--- src/core/wfbd_map.svh ---
// Word codes, field positions and counts of the field bitstream.
`ifndef WFBD_MAP_SVH
`define WFBD_MAP_SVH
`define WFBD_ONES 32'hFFFFFFFF
`define WFBD_FLD1_TAIL 32'hF4000000
`define WFBD_FLD2_TAIL 32'hF4100000
`define WFBD_EOS_TAIL 32'hC0FFFFFF
`define WFBD_CODE_M1C 8'h81
`define WFBD_CODE_M1L 8'h82
`define WFBD_CODE_M2C 8'h83
`define WFBD_CODE_M2L 8'h84
`define WFBD_CODE_ZERO 8'h8F
`define WFBD_CODE_HI 31
`define WFBD_CODE_LO 24
`define WFBD_BW_HI 23
`define WFBD_BW_LO 8
`define WFBD_LEAD_HI 7
`define WFBD_BW_NONE 16'h0000
`define WFBD_BLOCKS 6'h29
`define WFBD_VITC_LAST 2'h2
`endif

--- src/core/wfbd_pkg.sv ---
// Types and code helpers shared by the stream parser and framer.
`include "wfbd_map.svh"
package wfbd_pkg;
  typedef enum logic [1:0] {
    MDL_M1_CHROMA = 2'h0,
    MDL_M1_LUMA = 2'h1,
    MDL_M2_CHROMA = 2'h2,
    MDL_M2_LUMA = 2'h3
  } wfbd_model_t;
  typedef enum logic [4:0] {
    PS_HUNT = 5'h01,
    PS_VITC = 5'h02,
    PS_HEAD = 5'h04,
    PS_DATA = 5'h08,
    PS_SKIP = 5'h10
  } wfbd_pstate_t;
  typedef enum logic [4:0] {
    FS_IDLE = 5'h01,
    FS_SECOND = 5'h02,
    FS_VITC = 5'h04,
    FS_HEAD = 5'h08,
    FS_DATA = 5'h10
  } wfbd_fstate_t;

  function automatic logic [7:0] wfbd_model_code(input wfbd_model_t m);
    wfbd_model_code = `WFBD_CODE_M1C + {6'h00, m};
  endfunction

  function automatic wfbd_model_t wfbd_code_model(input logic [7:0] c);
    logic [7:0] off;
    off = c - `WFBD_CODE_M1C;
    wfbd_code_model = wfbd_model_t'(off[1:0]);
  endfunction

  function automatic logic wfbd_code_kind(input logic [7:0] c);
    wfbd_code_kind = c >= `WFBD_CODE_M1C && c <= `WFBD_CODE_M2L;
  endfunction
endpackage

--- src/core/wfbd_enc_if.sv ---
// Encode-side request and word stream between the top and the framer.
`timescale 1ns/1ps
interface wfbd_enc_if;
  import wfbd_pkg::*;
  logic hdr_valid, hdr_ready, hdr_field, hdr_field2, hdr_zero;
  wfbd_model_t hdr_model;
  logic [15:0] hdr_bw;
  logic [7:0] hdr_lead;
  logic [95:0] hdr_vitc;
  logic pay_valid, pay_ready, pay_last;
  logic [31:0] pay_data;
  logic out_valid, out_ready;
  logic [31:0] out_data;
  logic [5:0] blk_idx;
  modport framer(input hdr_valid, hdr_field, hdr_field2, hdr_zero,
    hdr_model, hdr_bw, hdr_lead, hdr_vitc, pay_valid, pay_last,
    pay_data, out_ready, output hdr_ready, pay_ready, out_valid,
    out_data, blk_idx);
  modport user(output hdr_valid, hdr_field, hdr_field2, hdr_zero,
    hdr_model, hdr_bw, hdr_lead, hdr_vitc, pay_valid, pay_last,
    pay_data, out_ready, input hdr_ready, pay_ready, out_valid,
    out_data, blk_idx);
endinterface

--- src/core/wfbd_framer.sv ---
// Encode framer: turns field and block requests into aligned words.
`timescale 1ns/1ps
`include "wfbd_map.svh"
module wfbd_framer (
  input wire logic clk,
  input wire logic rst,
  wfbd_enc_if.framer eif
);
  import wfbd_pkg::*;
  wfbd_fstate_t st_q, st_d;
  logic fld_q, fld_d, f2_q, f2_d, zero_q, zero_d, ov_q, ov_d, adv;
  wfbd_model_t mdl_q, mdl_d;
  logic [15:0] bw_q, bw_d;
  logic [7:0] lead_q, lead_d, code;
  logic [95:0] vitc_q, vitc_d;
  logic [1:0] vc_q, vc_d;
  logic [5:0] blk_q, blk_d;
  logic [31:0] od_q, od_d;

  assign adv = !ov_q || eif.out_ready;
  assign eif.hdr_ready = st_q == FS_IDLE && adv;
  assign eif.pay_ready = st_q == FS_DATA && adv;
  assign eif.out_valid = ov_q;
  assign eif.out_data = od_q;
  assign eif.blk_idx = blk_q;
  // The code names the block's model, or the zero-data code for a zero block.
  assign code = zero_q ? `WFBD_CODE_ZERO : wfbd_model_code(mdl_q);

  always_comb begin
    st_d = st_q;
    fld_d = fld_q;
    f2_d = f2_q;
    zero_d = zero_q;
    mdl_d = mdl_q;
    bw_d = bw_q;
    lead_d = lead_q;
    vitc_d = vitc_q;
    vc_d = vc_q;
    blk_d = blk_q;
    od_d = od_q;
    ov_d = ov_q && !eif.out_ready;
    case (st_q)
      FS_IDLE: if (eif.hdr_valid && adv) begin
        fld_d = eif.hdr_field;
        f2_d = eif.hdr_field2;
        zero_d = eif.hdr_zero;
        mdl_d = eif.hdr_model;
        bw_d = eif.hdr_bw;
        lead_d = eif.hdr_lead;
        vitc_d = eif.hdr_vitc;
        vc_d = 2'h0;
        // Block position is implied by order, so it is only counted.
        blk_d = eif.hdr_field ? 6'h00 : 6'(blk_q + 6'h01);
        ov_d = 1'b1;
        od_d = `WFBD_ONES;
        st_d = FS_SECOND;
      end
      FS_SECOND: if (adv) begin
        ov_d = 1'b1;
        if (fld_q) begin
          od_d = f2_q ? `WFBD_FLD2_TAIL : `WFBD_FLD1_TAIL;
          st_d = FS_VITC;
        end else begin
          od_d = {code, bw_q, lead_q};
          st_d = zero_q ? FS_IDLE : FS_DATA;
        end
      end
      FS_VITC: if (adv) begin
        ov_d = 1'b1;
        od_d = vitc_q[95:64];
        vitc_d = {vitc_q[63:0], 32'h00000000};
        vc_d = 2'(vc_q + 2'h1);
        if (vc_q == `WFBD_VITC_LAST) st_d = FS_HEAD;
      end
      FS_HEAD: if (adv) begin
        ov_d = 1'b1;
        od_d = {wfbd_model_code(mdl_q), bw_q, lead_q};
        st_d = zero_q ? FS_IDLE : FS_DATA;
      end
      FS_DATA: if (eif.pay_valid && adv) begin
        ov_d = 1'b1;
        od_d = eif.pay_data;
        if (eif.pay_last) st_d = FS_IDLE;
      end
      default: st_d = FS_IDLE;
    endcase
  end

  always_ff @(posedge clk or posedge rst) begin
    if (rst) begin
      st_q <= FS_IDLE;
      {fld_q, f2_q, zero_q, ov_q} <= 4'h0;
      mdl_q <= MDL_M1_CHROMA;
      bw_q <= 16'h0000;
      lead_q <= 8'h00;
      vitc_q <= 96'h0;
      vc_q <= 2'h0;
      blk_q <= 6'h00;
      od_q <= 32'h00000000;
    end else begin
      st_q <= st_d;
      {fld_q, f2_q, zero_q, ov_q} <= {fld_d, f2_d, zero_d, ov_d};
      mdl_q <= mdl_d;
      bw_q <= bw_d;
      lead_q <= lead_d;
      vitc_q <= vitc_d;
      vc_q <= vc_d;
      blk_q <= blk_d;
      od_q <= od_d;
    end
  end
endmodule // wfbd_framer

--- src/core/wfbd_codec_stream.sv ---
// Field bitstream delimiter parser (decode) and framer wrapper (encode).
// ---------------------------------------------------------------------
// Summary of operation
// - Delimiters start on 32-bit word boundaries.
// - Field-one code starts first-field data.
// - Field-two code starts second-field data.
// - Field start resets entropy decoder, processing.
// - One field-start code alone separates fields.
// - Field code picks field identity output.
// - Twelve-byte timecode slot follows field start.
// - First block carries 8-bit type, no delimiter.
// - Later blocks open with five block codes.
// - Block start resets the entropy decoder.
// - Block position tracked by counting only.
// - Exactly 41 block starts per field.
// - Block code selects coding model, table.
// - Zero-data block: ignore all, treat zero.
// - Any block code may become zero-data; the first block of a field keeps a model code.
// - Encoder sends blocks in fixed order.
// - End code never appended to encoded output.
// - Zero bin width discards block data.
// - Payload padded with ones to words.
// ---------------------------------------------------------------------
`timescale 1ns/1ps
`include "wfbd_map.svh"
module wfbd_codec_stream (
  input wire logic CLOCK,
  input wire logic RST,
  input wire logic IN_VALID,
  input wire logic [31:0] IN_DATA,
  output logic IN_READY,
  output logic DEC_RESET,
  output logic IN_FIELD,
  output logic FIELD_ID,
  output wfbd_pkg::wfbd_model_t DEC_MODEL,
  output logic ZERO_BLOCK,
  output logic [15:0] BIN_WIDTH,
  output logic [5:0] BLOCK_IDX,
  output logic PAY_VALID,
  output logic PAY_LEAD,
  output logic [31:0] PAY_DATA,
  output logic [95:0] VITC_OUT,
  output logic VITC_VALID,
  output logic EOS_SEEN,
  output logic COUNT_ERR,
  input wire logic HDR_VALID,
  input wire logic HDR_FIELD,
  input wire logic HDR_FIELD2,
  input wire wfbd_pkg::wfbd_model_t HDR_MODEL,
  input wire logic HDR_ZERO,
  input wire logic [15:0] HDR_BW,
  input wire logic [7:0] HDR_LEAD,
  input wire logic [95:0] HDR_VITC,
  output logic HDR_READY,
  input wire logic PAY_IN_VALID,
  input wire logic [31:0] PAY_IN_DATA,
  input wire logic PAY_IN_LAST,
  output logic PAY_IN_READY,
  output logic ENC_VALID,
  output logic [31:0] ENC_DATA,
  input wire logic ENC_READY,
  output logic [5:0] ENC_BLOCK_IDX
);
  import wfbd_pkg::*;

  // ---------------------------------------------------------------
  // Encode path
  // ---------------------------------------------------------------
  wfbd_enc_if eif ();

  assign eif.hdr_valid = HDR_VALID;
  assign eif.hdr_field = HDR_FIELD;
  assign eif.hdr_field2 = HDR_FIELD2;
  assign eif.hdr_model = HDR_MODEL;
  assign eif.hdr_zero = HDR_ZERO;
  assign eif.hdr_bw = HDR_BW;
  assign eif.hdr_lead = HDR_LEAD;
  assign eif.hdr_vitc = HDR_VITC;
  assign eif.pay_valid = PAY_IN_VALID;
  assign eif.pay_data = PAY_IN_DATA;
  assign eif.pay_last = PAY_IN_LAST;
  assign eif.out_ready = ENC_READY;
  assign HDR_READY = eif.hdr_ready;
  assign PAY_IN_READY = eif.pay_ready;
  assign ENC_VALID = eif.out_valid;
  assign ENC_DATA = eif.out_data;
  assign ENC_BLOCK_IDX = eif.blk_idx;

  wfbd_framer u_framer (
    .clk(CLOCK),
    .rst(RST),
    .eif(eif)
  );

  // ---------------------------------------------------------------
  // Decode parser state
  // ---------------------------------------------------------------
  wfbd_pstate_t st_q, st_d;
  wfbd_model_t model_q, model_d;
  logic marker_q, marker_d;
  logic inf_q, inf_d;
  logic field_q, field_d;
  logic zero_q, zero_d;
  logic [15:0] bw_q, bw_d;
  logic [5:0] blk_q, blk_d;
  logic [1:0] vcnt_q, vcnt_d;
  logic [95:0] vitc_q, vitc_d;
  logic pv_q, pv_d, pl_q, pl_d;
  logic [31:0] pd_q, pd_d;
  logic rst_q, rst_d, vv_q, vv_d, eos_q, eos_d, err_q, err_d;

  logic [31:0] w;
  logic [7:0] code;
  logic [15:0] wbw;
  logic is_sof, is_eos, is_sob, is_ones, is_tail, take, flush, hd_zero;

  // ---------------------------------------------------------------
  // Word classification
  // ---------------------------------------------------------------
  // A delimiter is an all-ones word followed by its tail word, both
  // word aligned, so every compare is at a fixed position in the word.
  always_comb begin
    w = IN_DATA;
    code = w[`WFBD_CODE_HI:`WFBD_CODE_LO];
    wbw = w[`WFBD_BW_HI:`WFBD_BW_LO];
    is_ones = w == `WFBD_ONES;
    is_sof = w == `WFBD_FLD1_TAIL || w == `WFBD_FLD2_TAIL;
    is_eos = w == `WFBD_EOS_TAIL;
    is_sob = st_q != PS_HUNT &&
      (wfbd_code_kind(code) || code == `WFBD_CODE_ZERO);
    is_tail = is_sof || is_eos || is_sob || is_ones;
    hd_zero = code == `WFBD_CODE_ZERO || wbw == `WFBD_BW_NONE;
  end

  // A held all-ones word that turns out to be payload is released
  // first; the word behind it is refused for that one cycle.
  assign flush = IN_VALID && marker_q && !is_tail;
  assign IN_READY = !flush;
  assign take = IN_VALID && !flush;

  // ---------------------------------------------------------------
  // Parser next state
  // ---------------------------------------------------------------
  always_comb begin
    st_d = st_q;
    model_d = model_q;
    marker_d = marker_q;
    inf_d = inf_q;
    field_d = field_q;
    zero_d = zero_q;
    bw_d = bw_q;
    blk_d = blk_q;
    vcnt_d = vcnt_q;
    vitc_d = vitc_q;
    pd_d = pd_q;
    pv_d = 1'b0;
    pl_d = 1'b0;
    rst_d = 1'b0;
    vv_d = 1'b0;
    eos_d = 1'b0;
    err_d = 1'b0;
    if (flush) begin
      marker_d = 1'b0;
      if (st_q == PS_DATA) begin
        pv_d = 1'b1;
        pd_d = `WFBD_ONES;
      end
    end else if (take && marker_q) begin
      marker_d = 1'b0;
      if (is_sof) begin
        rst_d = 1'b1;
        err_d = inf_q && blk_q != `WFBD_BLOCKS;
        field_d = w == `WFBD_FLD2_TAIL;
        inf_d = 1'b1;
        blk_d = 6'h00;
        vcnt_d = 2'h0;
        st_d = PS_VITC;
      end else if (is_eos) begin
        eos_d = 1'b1;
        err_d = inf_q && blk_q != `WFBD_BLOCKS;
        inf_d = 1'b0;
        st_d = PS_HUNT;
      end else if (is_sob) begin
        rst_d = 1'b1;
        err_d = blk_q == `WFBD_BLOCKS;
        if (blk_q != `WFBD_BLOCKS) blk_d = 6'(blk_q + 6'h01);
        if (code != `WFBD_CODE_ZERO) model_d = wfbd_code_model(code);
        bw_d = hd_zero ? `WFBD_BW_NONE : wbw;
        zero_d = hd_zero;
        st_d = hd_zero ? PS_SKIP : PS_DATA;
        pv_d = !hd_zero;
        pl_d = !hd_zero;
        pd_d = w;
      end else begin
        marker_d = 1'b1;
        if (st_q == PS_DATA) begin
          pv_d = 1'b1;
          pd_d = `WFBD_ONES;
        end
      end
    end else if (take) begin
      case (st_q)
        PS_VITC: begin
          vitc_d = {vitc_q[63:0], w};
          vcnt_d = 2'(vcnt_q + 2'h1);
          if (vcnt_q == `WFBD_VITC_LAST) begin
            vv_d = 1'b1;
            st_d = PS_HEAD;
          end
        end
        PS_HEAD: begin
          err_d = !wfbd_code_kind(code);
          model_d = wfbd_code_model(code);
          zero_d = wbw == `WFBD_BW_NONE;
          bw_d = wbw;
          st_d = (wbw == `WFBD_BW_NONE) ? PS_SKIP : PS_DATA;
          pv_d = wbw != `WFBD_BW_NONE;
          pl_d = wbw != `WFBD_BW_NONE;
          pd_d = w;
        end
        PS_DATA: begin
          if (is_ones) begin
            marker_d = 1'b1;
          end else begin
            pv_d = 1'b1;
            pd_d = w;
          end
        end
        PS_SKIP, PS_HUNT: begin
          if (is_ones) marker_d = 1'b1;
        end
        default: st_d = PS_HUNT;
      endcase
    end
  end

  // ---------------------------------------------------------------
  // Parser registers
  // ---------------------------------------------------------------
  always_ff @(posedge CLOCK or posedge RST) begin
    if (RST) begin
      st_q <= PS_HUNT;
      model_q <= MDL_M1_CHROMA;
      marker_q <= 1'b0;
      inf_q <= 1'b0;
      field_q <= 1'b0;
      zero_q <= 1'b0;
      bw_q <= 16'h0000;
      blk_q <= 6'h00;
      vcnt_q <= 2'h0;
      vitc_q <= 96'h0;
      pd_q <= 32'h00000000;
      pv_q <= 1'b0;
      pl_q <= 1'b0;
      rst_q <= 1'b0;
      vv_q <= 1'b0;
      eos_q <= 1'b0;
      err_q <= 1'b0;
    end else begin
      st_q <= st_d;
      model_q <= model_d;
      marker_q <= marker_d;
      inf_q <= inf_d;
      field_q <= field_d;
      zero_q <= zero_d;
      bw_q <= bw_d;
      blk_q <= blk_d;
      vcnt_q <= vcnt_d;
      vitc_q <= vitc_d;
      pd_q <= pd_d;
      pv_q <= pv_d;
      pl_q <= pl_d;
      rst_q <= rst_d;
      vv_q <= vv_d;
      eos_q <= eos_d;
      err_q <= err_d;
    end
  end

  assign DEC_RESET = rst_q;
  assign IN_FIELD = inf_q;
  assign FIELD_ID = field_q;
  assign DEC_MODEL = model_q;
  assign ZERO_BLOCK = zero_q;
  assign BIN_WIDTH = bw_q;
  assign BLOCK_IDX = blk_q;
  assign PAY_VALID = pv_q;
  assign PAY_LEAD = pl_q;
  assign PAY_DATA = pd_q;
  assign VITC_OUT = vitc_q;
  assign VITC_VALID = vv_q;
  assign EOS_SEEN = eos_q;
  assign COUNT_ERR = err_q;
endmodule // wfbd_codec_stream

--- config.mk ---
export PLATFORM = sky130hd
export DESIGN_NAME = wfbd_codec_stream
export DESIGN_NICKNAME = d
export VERILOG_FILES = /design/src/core/wfbd_pkg.sv /design/src/core/wfbd_enc_if.sv /design/src/core/wfbd_framer.sv /design/src/core/wfbd_codec_stream.sv
export VERILOG_INCLUDE_DIRS = /design/src /design/src/core
export SDC_FILE = /design/constraint.sdc
export NUM_CORES = 1
export LEC_CHECK = 0
export BUFFER_PORTS_ARGS = -buffer_cell sky130_fd_sc_hd__buf_2
export CAP_MARGIN = 20
export CORE_AREA = 2 2 213 162
export DETAILED_ROUTE_END_ITERATION = 8
export DIE_AREA = 0 0 215 164
export MAX_ROUTING_LAYER = met4
export PLACE_DENSITY = 0.72
export SETUP_SLACK_MARGIN = 0.02
export SLEW_MARGIN = 20
export SYNTH_ARGS = -nofsm -noshare
export SYNTH_HDL_FRONTEND = slang
export SYNTH_HIERARCHICAL = 1
export SYNTH_SLANG_ARGS = --single-unit
--- constraint.sdc ---
create_clock -name CLOCK -period 5.5 [get_ports CLOCK]
set_input_delay 0.55 -clock CLOCK [delete_from_list [all_inputs] [get_ports CLOCK]]
set_output_delay 0.55 -clock CLOCK [all_outputs]
set_load 0.05 [all_outputs]
==> results.md, run 1 <==
- The run finished with clean final reports.
- The clock network power share is a little over a quarter.
- Leaving out fill and tap cells, the most frequent cells in the layout are sky130_fd_sc_hd__buf_2, sky130_fd_sc_hd__dfrtp_1, sky130_fd_sc_hd__nand2_1.
- The count of input and output buffers is roughly 400.
- The H-tree generated during clock tree synthesis spans 2 levels.
- The element type at the critical path end is an output port.
- The global-route wire length before repair is a little under 70000 um.
- The largest buffer count on any clock path is 3.
- The power density over the cells is approximately 510 nW/um^2.
- The number of buffers inserted during clock tree synthesis is 36.
- After clock tree synthesis, the repair step resized 0 gates.
- The sum of net half-perimeters after detailed placement is around 31000 um.
- The total overflow left after global routing is 0.
- The detail-routed net length per standard cell is 20.8 um.
- The critical path is of the primary input to output port type.
- The portion of the clock cycle consumed by the worst path in the final layout is between 50% and 60%.
- TritonCTS built the clock tree.
- Dividing the detail-routed via count by the number of cells gives approximately 5.6.
- The worst endpoint required time is just under 5000 ps.
- In the synthesized netlist the dominant register cell turns out to be sky130_fd_sc_hd__dfrtp_1.
- The library cell used most frequently in the layout, excluding fill and tap cells, is sky130_fd_sc_hd__buf_2.
- The number of antenna violations at the first check in global routing came to 9.
- The share of synthesized registers carrying an async set or reset is 100%.
- Row generation in the floorplan step produced 58 rows.
- In this run, distinct cell masters in the synthesized netlist total 74.
- The die covers 35300 um^2.
- The time the final worst path needs with I/O delays and setup is slightly above 3000 ps.
- The height of the die is ~160 um.
- The summed instance area of the synthesized netlist is ~14000 um^2.
- The vias after detailed routing is between 10000 and 15000.
- The final instance area is 18100 um^2.
- The min-delay analysis places its worst path in the category primary input to async pin.
- Setup violations remaining at the end of the flow were counted as 0.
- Along the worst path, the maximum fanout reaches 7.
- The combined area of the multi-input logic cells is about 5500 um^2.
- Based on the critical path, the design can be clocked at up to between 300 and 400 MHz.
- Of the total power, registers draw 39.7%.
- The analysis attributes to net switching a power of roughly 0.0035 W.
- The worst setup path is launched from a primary input.
- The share of final-layout standard cells stronger than drive strength 1 is between 30% and 40%.
- The clock skew after layout is between 20 and 30 ps.
- Counting flops with a built-in enable in the synthesized netlist gives 0.
- The relative slew slack is 26.5%.
- The iteration-0 DRC count of the detailed router is between 1000 and 1500.
- In the final timing run, aggregate negative setup slack is 0 ps.
- Cells fill a little over half of the core in the end.
- Global routing consumed, over all layers together, between 20% and 30% of the routing resources.
- The fraction of power spent switching nets is between 30% and 40%.
- The static leakage power is around 9.0 nW.
- The final layout net count is between 1500 and 2000.
- Clock-pin slew was measured on the worst setup and hold paths at approximately 60 ps.
- The number of post-CTS setup repair buffers is 0.
- The cell depth of the worst flop-to-flop path is 8.
- The max-cap check violation count is 0.
- For this design, the sink count on the clock tree is 340.
- The register bit count reported by yosys is 340.
- In the routed design, unresolved DRC markers number 0.
- The cell count after synthesis came out at 1271.
- Yosys printed 6 warnings.
- Once the floorplan was initialized, standard cells occupied between 40% and 50% of the core.
- The region available for standard cell placement spans around 33000 um^2.
- Entering global routing, the biggest net connects 97 pins.
- From synthesis to final layout, the design area changed by 25.2%.
- The post-detailed-routing wire length is between 40000 and 50000 um.
- The detail route stage leaves a number of antenna-violating nets equal to 0.
- Buffers inserted to repair hold after CTS numbered 0.
- Per report_power, the combinational group accounts for 33.0% of the total.
- Cell internal power was estimated by the tool at around 0.0057 W.
- The final hold violation count is 0.
- The final count of pins violating max slew came to 0.
- After synthesis, flip-flops and latches occupy 58.9% of the total area.
- In this run the clock root is driven by a sky130_fd_sc_hd__clkbuf_16.
- The mean post-synth cell area is around 11 um^2.
- The sequential cell area is about 8500 um^2.
- The maximum VDD drop is between 200 and 300 uV.
- Setup repair after global routing left no endpoint under its margin.
- The later pin in the worst-skew pair is clocked with a latency of 530 ps.
- Synthesis produced a netlist with a net count of around 1500.
- The number of global-route vias before repair is roughly 11000.
- The arrival time reported for the critical path endpoint is between 2000 and 3000 ps.
- The weighted congestion reported at the end of routability-driven placement is ~0.91.
- The instance area after placement is roughly 17000 um^2.
- For the pin with the worst max-slew slack, the measured transition is ~1100 ps.
- Fill cells in the final layout number about 3000.
- The first TritonRoute pass finished after 7 iterations.
- During I/O placement, the number of pins put on the boundary was between 300 and 400.
- The floorplan die width is 215 um.
==> final cells by class <==
| class | count | area share [%] |
|---|---|---|
| Clock buffer | 52 | 5.93 |
| Multi-Input combinational cell | 826 | 30.6 |
| Antenna cell | 9 | 0.124 |
| Tap cell | 450 | 3.11 |
| Clock inverter | 14 | 0.906 |
| Timing Repair Buffer | 415 | 11.8 |
| Inverter | 22 | 0.512 |
| Sequential cell | 340 | 47.0 |
==> cells by family (layout without fill, tap and decap cells) <==
kind of cell    count (synthesis)  after routing  share of synthesized area, %
other cells                     0              9                             0
fa+ha+maj                       9              9                         0.780
mux                           111            111                          8.67
compound gates                285            285                          15.4
buf+inv                       105            503                          3.11
xor+xnor                        7              7                         0.424
simple gates                  414            414                          12.7
flops                         340            340                          58.9
==> state kept, by name (all words and copies together), names as in the netlist, 6 cells and up <==
signal / flops
BIN_WIDTH: 16
BLOCK_IDX: 6
PAY_DATA: 32
VITC_OUT: 96
u_framer/bw_q: 16
u_framer/eif.blk_idx: 6
u_framer/eif.out_data: 32
u_framer/lead_q: 8
u_framer/vitc_q: 96
==> metal layers <==
| metal | track usage (%) | part of all wire (%) |
|---|---|---|
| met5 | - | 0 |
| met4 | 8.56 | 2.8 |
| met3 | 4.70 | 7.0 |
| met2 | 34.8 | 44 |
| met1 | 37.3 | 46 |
==> stage by stage <==
stage	setup slack (ps)	hold slack (ps)	power, W	instances
finish	2440	150	0.00927	2128
global route	2160	190	0.00972	2128
CTS	2440	157	0.00928	2118
detailed placement	2060	465	0.00673	2052
global placement	2160	457	0.00663	2052
floorplan	320	446	0.00588	1271
==> synthesized netlist by cell type (all sizes together), types with 2 or more instances <==
library cell | count | share of area [%]
a21o | 6 | 0.32
a21oi | 11 | 0.41
a221o | 3 | 0.21
a222oi | 26 | 1.8
a22o | 50 | 3.0
a2bb2oi | 25 | 1.5
a31oi | 70 | 3.2
and2 | 4 | 0.17
and3 | 3 | 0.13
buf | 31 | 1.2
clkbuf | 52 | 1.4
dfrtp | 338 | 59
dfstp | 2 | 0.36
ha | 9 | 0.78
inv | 22 | 0.57
mux2 | 104 | 8.2
mux2i | 7 | 0.49
nand2 | 233 | 6.1
nand2b | 7 | 0.30
nand3 | 11 | 0.38
nand4 | 12 | 0.52
nor2 | 97 | 2.5
nor2b | 4 | 0.17
nor3 | 12 | 0.49
nor3b | 7 | 0.44
nor4 | 8 | 0.39
nor4b | 4 | 0.35
o2111ai | 2 | 0.12
o211ai | 5 | 0.33
o21a | 2 | 0.10
o21ai | 30 | 1.1
o22a | 34 | 2.1
o22ai | 3 | 0.13
o2bb2ai | 3 | 0.18
o31ai | 6 | 0.31
or3b | 2 | 0.12
or4b | 2 | 0.16
xnor2 | 2 | 0.12
xor2 | 5 | 0.30
==> worst paths after layout <==
check | startpoint | to | slack (ps)
max reg2reg | u_framer/st_q[3] | u_framer/vitc_q[73] | 2480
min reg2reg | u_framer/bw_q[2] | u_framer/bw_q[2] | 480
max in group asynchronous | RST | VITC_OUT[83] | 4090
min in group CLOCK | HDR_BW[8] | u_framer/bw_q[8] | 200
min | RST | u_framer/vitc_q[20] | 150
max | IN_DATA[20] | IN_READY | 2440
==> power by group through the flow <==
stage | Clock [W] | Combinational (W) | Sequential, W
floorplan | 0 | 0.00170 | 0.00418
CTS | 0.00258 | 0.00304 | 0.00366
detailed placement | 0 | 0.00303 | 0.00370
finish | 0.00253 | 0.00306 | 0.00368
global placement | 0 | 0.00296 | 0.00367
global route | 0.00269 | 0.00329 | 0.00374
==> worst max-delay path, stage by stage <==
cell and delay (ps):
sky130_fd_sc_hd__buf_2 220, sky130_fd_sc_hd__nand4_1 210, sky130_fd_sc_hd__nor4_1 640, sky130_fd_sc_hd__a2bb2oi_1 350, sky130_fd_sc_hd__nand4_1 240, sky130_fd_sc_hd__buf_2 290
No activity file was read; power rests on OpenSTA's default activity.
==> inputs of run 2 (changes only) <==
==> constraint.sdc (replaced) <==
create_clock -name CLOCK -period 2.75 [get_ports CLOCK]
set_input_delay 0.275 -clock CLOCK [delete_from_list [all_inputs] [get_ports CLOCK]]
set_output_delay 0.275 -clock CLOCK [all_outputs]
set_load 0.05 [all_outputs]
==> run 2 against run 1 <==
Net effect:
- sequential cell count stayed put
- combinational power increased by 110%
- clock skew is 6.3 ps higher
- design area increased by 8.3%
- worst setup slack got worse by 2300 ps
- critical path depth up 1
- total power is 110% higher
- global-route usage is 2.1 points higher
- count of clock-buffer cells in the layout fell by 2
- via count rose by 6.1%
- largest power group unchanged
- critical path type unchanged
- final cell count increased by 6.3%
==> results.md, run 2 (same netlist as run 1, synthesis figures left out) <==
- The net switching power is 0.00728 W.
- The final hold violation count is 0.
- The initialized floorplan defines 58 standard-cell rows.
- The maximum VDD drop is 593 uV.
- The clock network power share is between 20 and 30%.
- STA classifies the critical path endpoint as an output port.
- The clock skew after layout is 32.2 ps.
- Dividing total power by cell area gives a power density of around 970 nW/um^2.
- The static leakage power is ~9.6 nW.
- The sum of buffers and inverters on the critical path is 3.
- The via density per instance is about 5.6.
- Input and output buffers added on the ports amount to ~400.
- The die area is around 35000 um^2.
- The count of placed standard cells including taps is roughly 2100.
- Buffers added to address setup during post-CTS repair amount to 0.
- The worst setup path is of the primary input to output port kind.
- The post-route antenna net violation count is 0.
- No sink is reached through more buffers than the 3 on the longest clock path.
- The portion of the clock cycle consumed by the worst path in the final layout is a little over nine tenths.
- The run finished with clean final reports.
- Data arrives at the worst endpoint at about 2300 ps.
- The fraction of power spent switching nets is about two fifths.
- The final route contains 12600 vias.
- TritonCTS created 37 clock buffers.
- For this configuration, the core starts out at a cell density of between 40% and 50%.
- Leaving out fill and tap cells, the most frequent cells in the layout are sky130_fd_sc_hd__buf_2, sky130_fd_sc_hd__dfrtp_1, sky130_fd_sc_hd__nand2_1.
- The final count of pins violating max slew is 0.
- The dominant cell type by count on the critical path is sky130_fd_sc_hd__buf_2.
- After clock tree synthesis, the clock-pin slew on the worst setup and hold paths is approximately 60 ps.
- The type of origin of the critical path is a primary input.
- The pin count of the biggest net entering global routing is 99.
- The pre-antenna-repair detailed-routing pass consisted of 8 iterations.
- At the pin with the least slew margin, the transition time is 956 ps.
- The final-layout setup total negative slack is 0 ps.
- The relative area change from synthesis to final layout is 35.6%.
- The number of global-route vias before repair was around 13000.
- The critical-path maximum fanout is 5.
- The time the final worst path needs with I/O delays and setup is 2600 ps.
- The global route total overflow is 0.
- After detailed routing, the average wire length per cell comes to ~21 um.
- Walking the worst path, the cells encountered are dlygate4sd3_1 -> buf_2 -> nor4_1 -> nand4b_1 -> a2bb2oi_2 -> nand4_1 -> buf_2.
- Clock latency on the worst-skew pair, taken at its later pin, is 540 ps.
- The kind of cell adding the most delay to the critical path is buffers and inverters.
- The detailed router finished its first iteration with ~1400 violations.
- The max-cap check violation count is 0.
- The TritonCTS clock tree is built.
- Routability-driven placement finished with a final weighted congestion of 0.912.
- The floorplan core area is roughly 33000 um^2.
- Detailed placement finished with a half-perimeter wire length of ~32000 um.
- The timing-limited maximum frequency is 384 MHz.
- The height of the die is approximately 160 um.
- Setup violations remaining at the end of the flow were counted as 0.
- The commonest non-fill, non-tap cell in the layout is sky130_fd_sc_hd__buf_2.
- For this block, the routed nets add up to roughly 48000 um of wire.
- The maximum single-stage delay on the critical path is 560 ps.
- The final layout net count is about 2000.
- Leaving out filler cells and counting taps, the final layout contains between 2000 and 2500.
- around 400 I/O pins were placed.
- CTS built an H-tree with a depth of 2.
- The number of antenna violations at the first check in global routing came to 4.
- The number of clock sinks is 340.
- The worst endpoint required time is roughly 2500 ps.
- The highest-delay cell along the critical path is sky130_fd_sc_hd__dlygate4sd3_1.
- The global-route wire length before repair is 73200 um.
- The cell sitting at the root of the clock tree is a sky130_fd_sc_hd__clkbuf_16.
- In this run the tightest slew margin relative to its limit is approximately 36%.
- In the global route stage, overall resource usage came out at around 27%.
- Setup repair after global routing left no endpoint under its margin.
- The cell internal power dissipation is 0.0118 W.
- The register share of total power is between 30 and 40%.
- The combinational fraction of design power is between 30% and 40%.
- The residual DRC count is 0.
- In this run the worst hold path is classified as primary input to flip-flop.
- The die is between 200 and 250 um wide.
- The post-route netlist has between 30% and 40% of its cells at a drive strength greater than 1.
==> run 2: metal layers <==
layer / GRT usage [%] / up-vias / routed length [um]
met2: 39.3 / 645 / 21200
met5: - / - / 0
met3: 5.48 / 135 / 3800
met1: 38.7 / 6225 / 20900
li1: - / 5631 / -
met4: 10.1 / 0 / 1630
==> run 2: repair_timing <==
item,CTS,global route
setup endpoints to repair,0,1
gates resized for setup,0,1
hold buffers,124,0
hold endpoints to repair,160,0
==> run 2: final cells by class <==
cell class              instances  area [um^2]
fillers                      2705        13700
flip-flops and latches        340         8510
multi-input cells             826         5540
repair buffers                554         3610
clock buffers                  50         1020
well taps                     450          563
clock inverters                15          236
inverters                      22         90.1
diodes                          5         12.5
==> run 2: worst min-delay path: cells and delay by family <==
kind / cells / cell delay (ps)
and+or+nand+nor: 2 / 130
buffers and inverters: 1 / 100
==> run 2: metrics by stage <==
stage          total power [W]  cell area [um^2]  worst slack [ps]  utilization [%]  hold WS [ps]
2_1_floorplan           0.0118             14500               293                -           380
3_3_place_gp            0.0134             17100              31.3             51.3           331
3_5_place_dp            0.0136             17100             -80.4             51.3           335
4_1_cts                 0.0190             19600               166             58.9         0.172
5_1_grt                 0.0200             19600              67.2             58.9          2.75
6_report                0.0191             19600               147             58.9          20.6
==> run 2: final timing paths <==
| path | cells past startpoint | slack, ps | to | from |
|---|---|---|---|---|
| max | 7 | 150 | IN_READY | IN_DATA[6] |
| min | 3 | 20 | u_framer/eif.out_valid | PAY_IN_VALID |
| max reg2reg | 6 | 350 | u_framer/eif.out_data[28] | u_framer/st_q[1] |
| min reg2reg | 2 | 480 | u_framer/bw_q[14] | u_framer/bw_q[14] |
| max in group asynchronous | 5 | 1400 | BLOCK_IDX[2] | RST |
| min in group asynchronous | 3 | 380 | u_framer/vitc_q[91] | RST |
==> run 2: power by group through the flow <==
stage	registers, W	clock network, W	logic, W
finish	0.00737	0.00519	0.00649
global placement	0.00732	0	0.00611
CTS	0.00729	0.00529	0.00641
global route	0.00750	0.00554	0.00696
detailed placement	0.00736	0	0.00625
floorplan	0.00836	0	0.00340
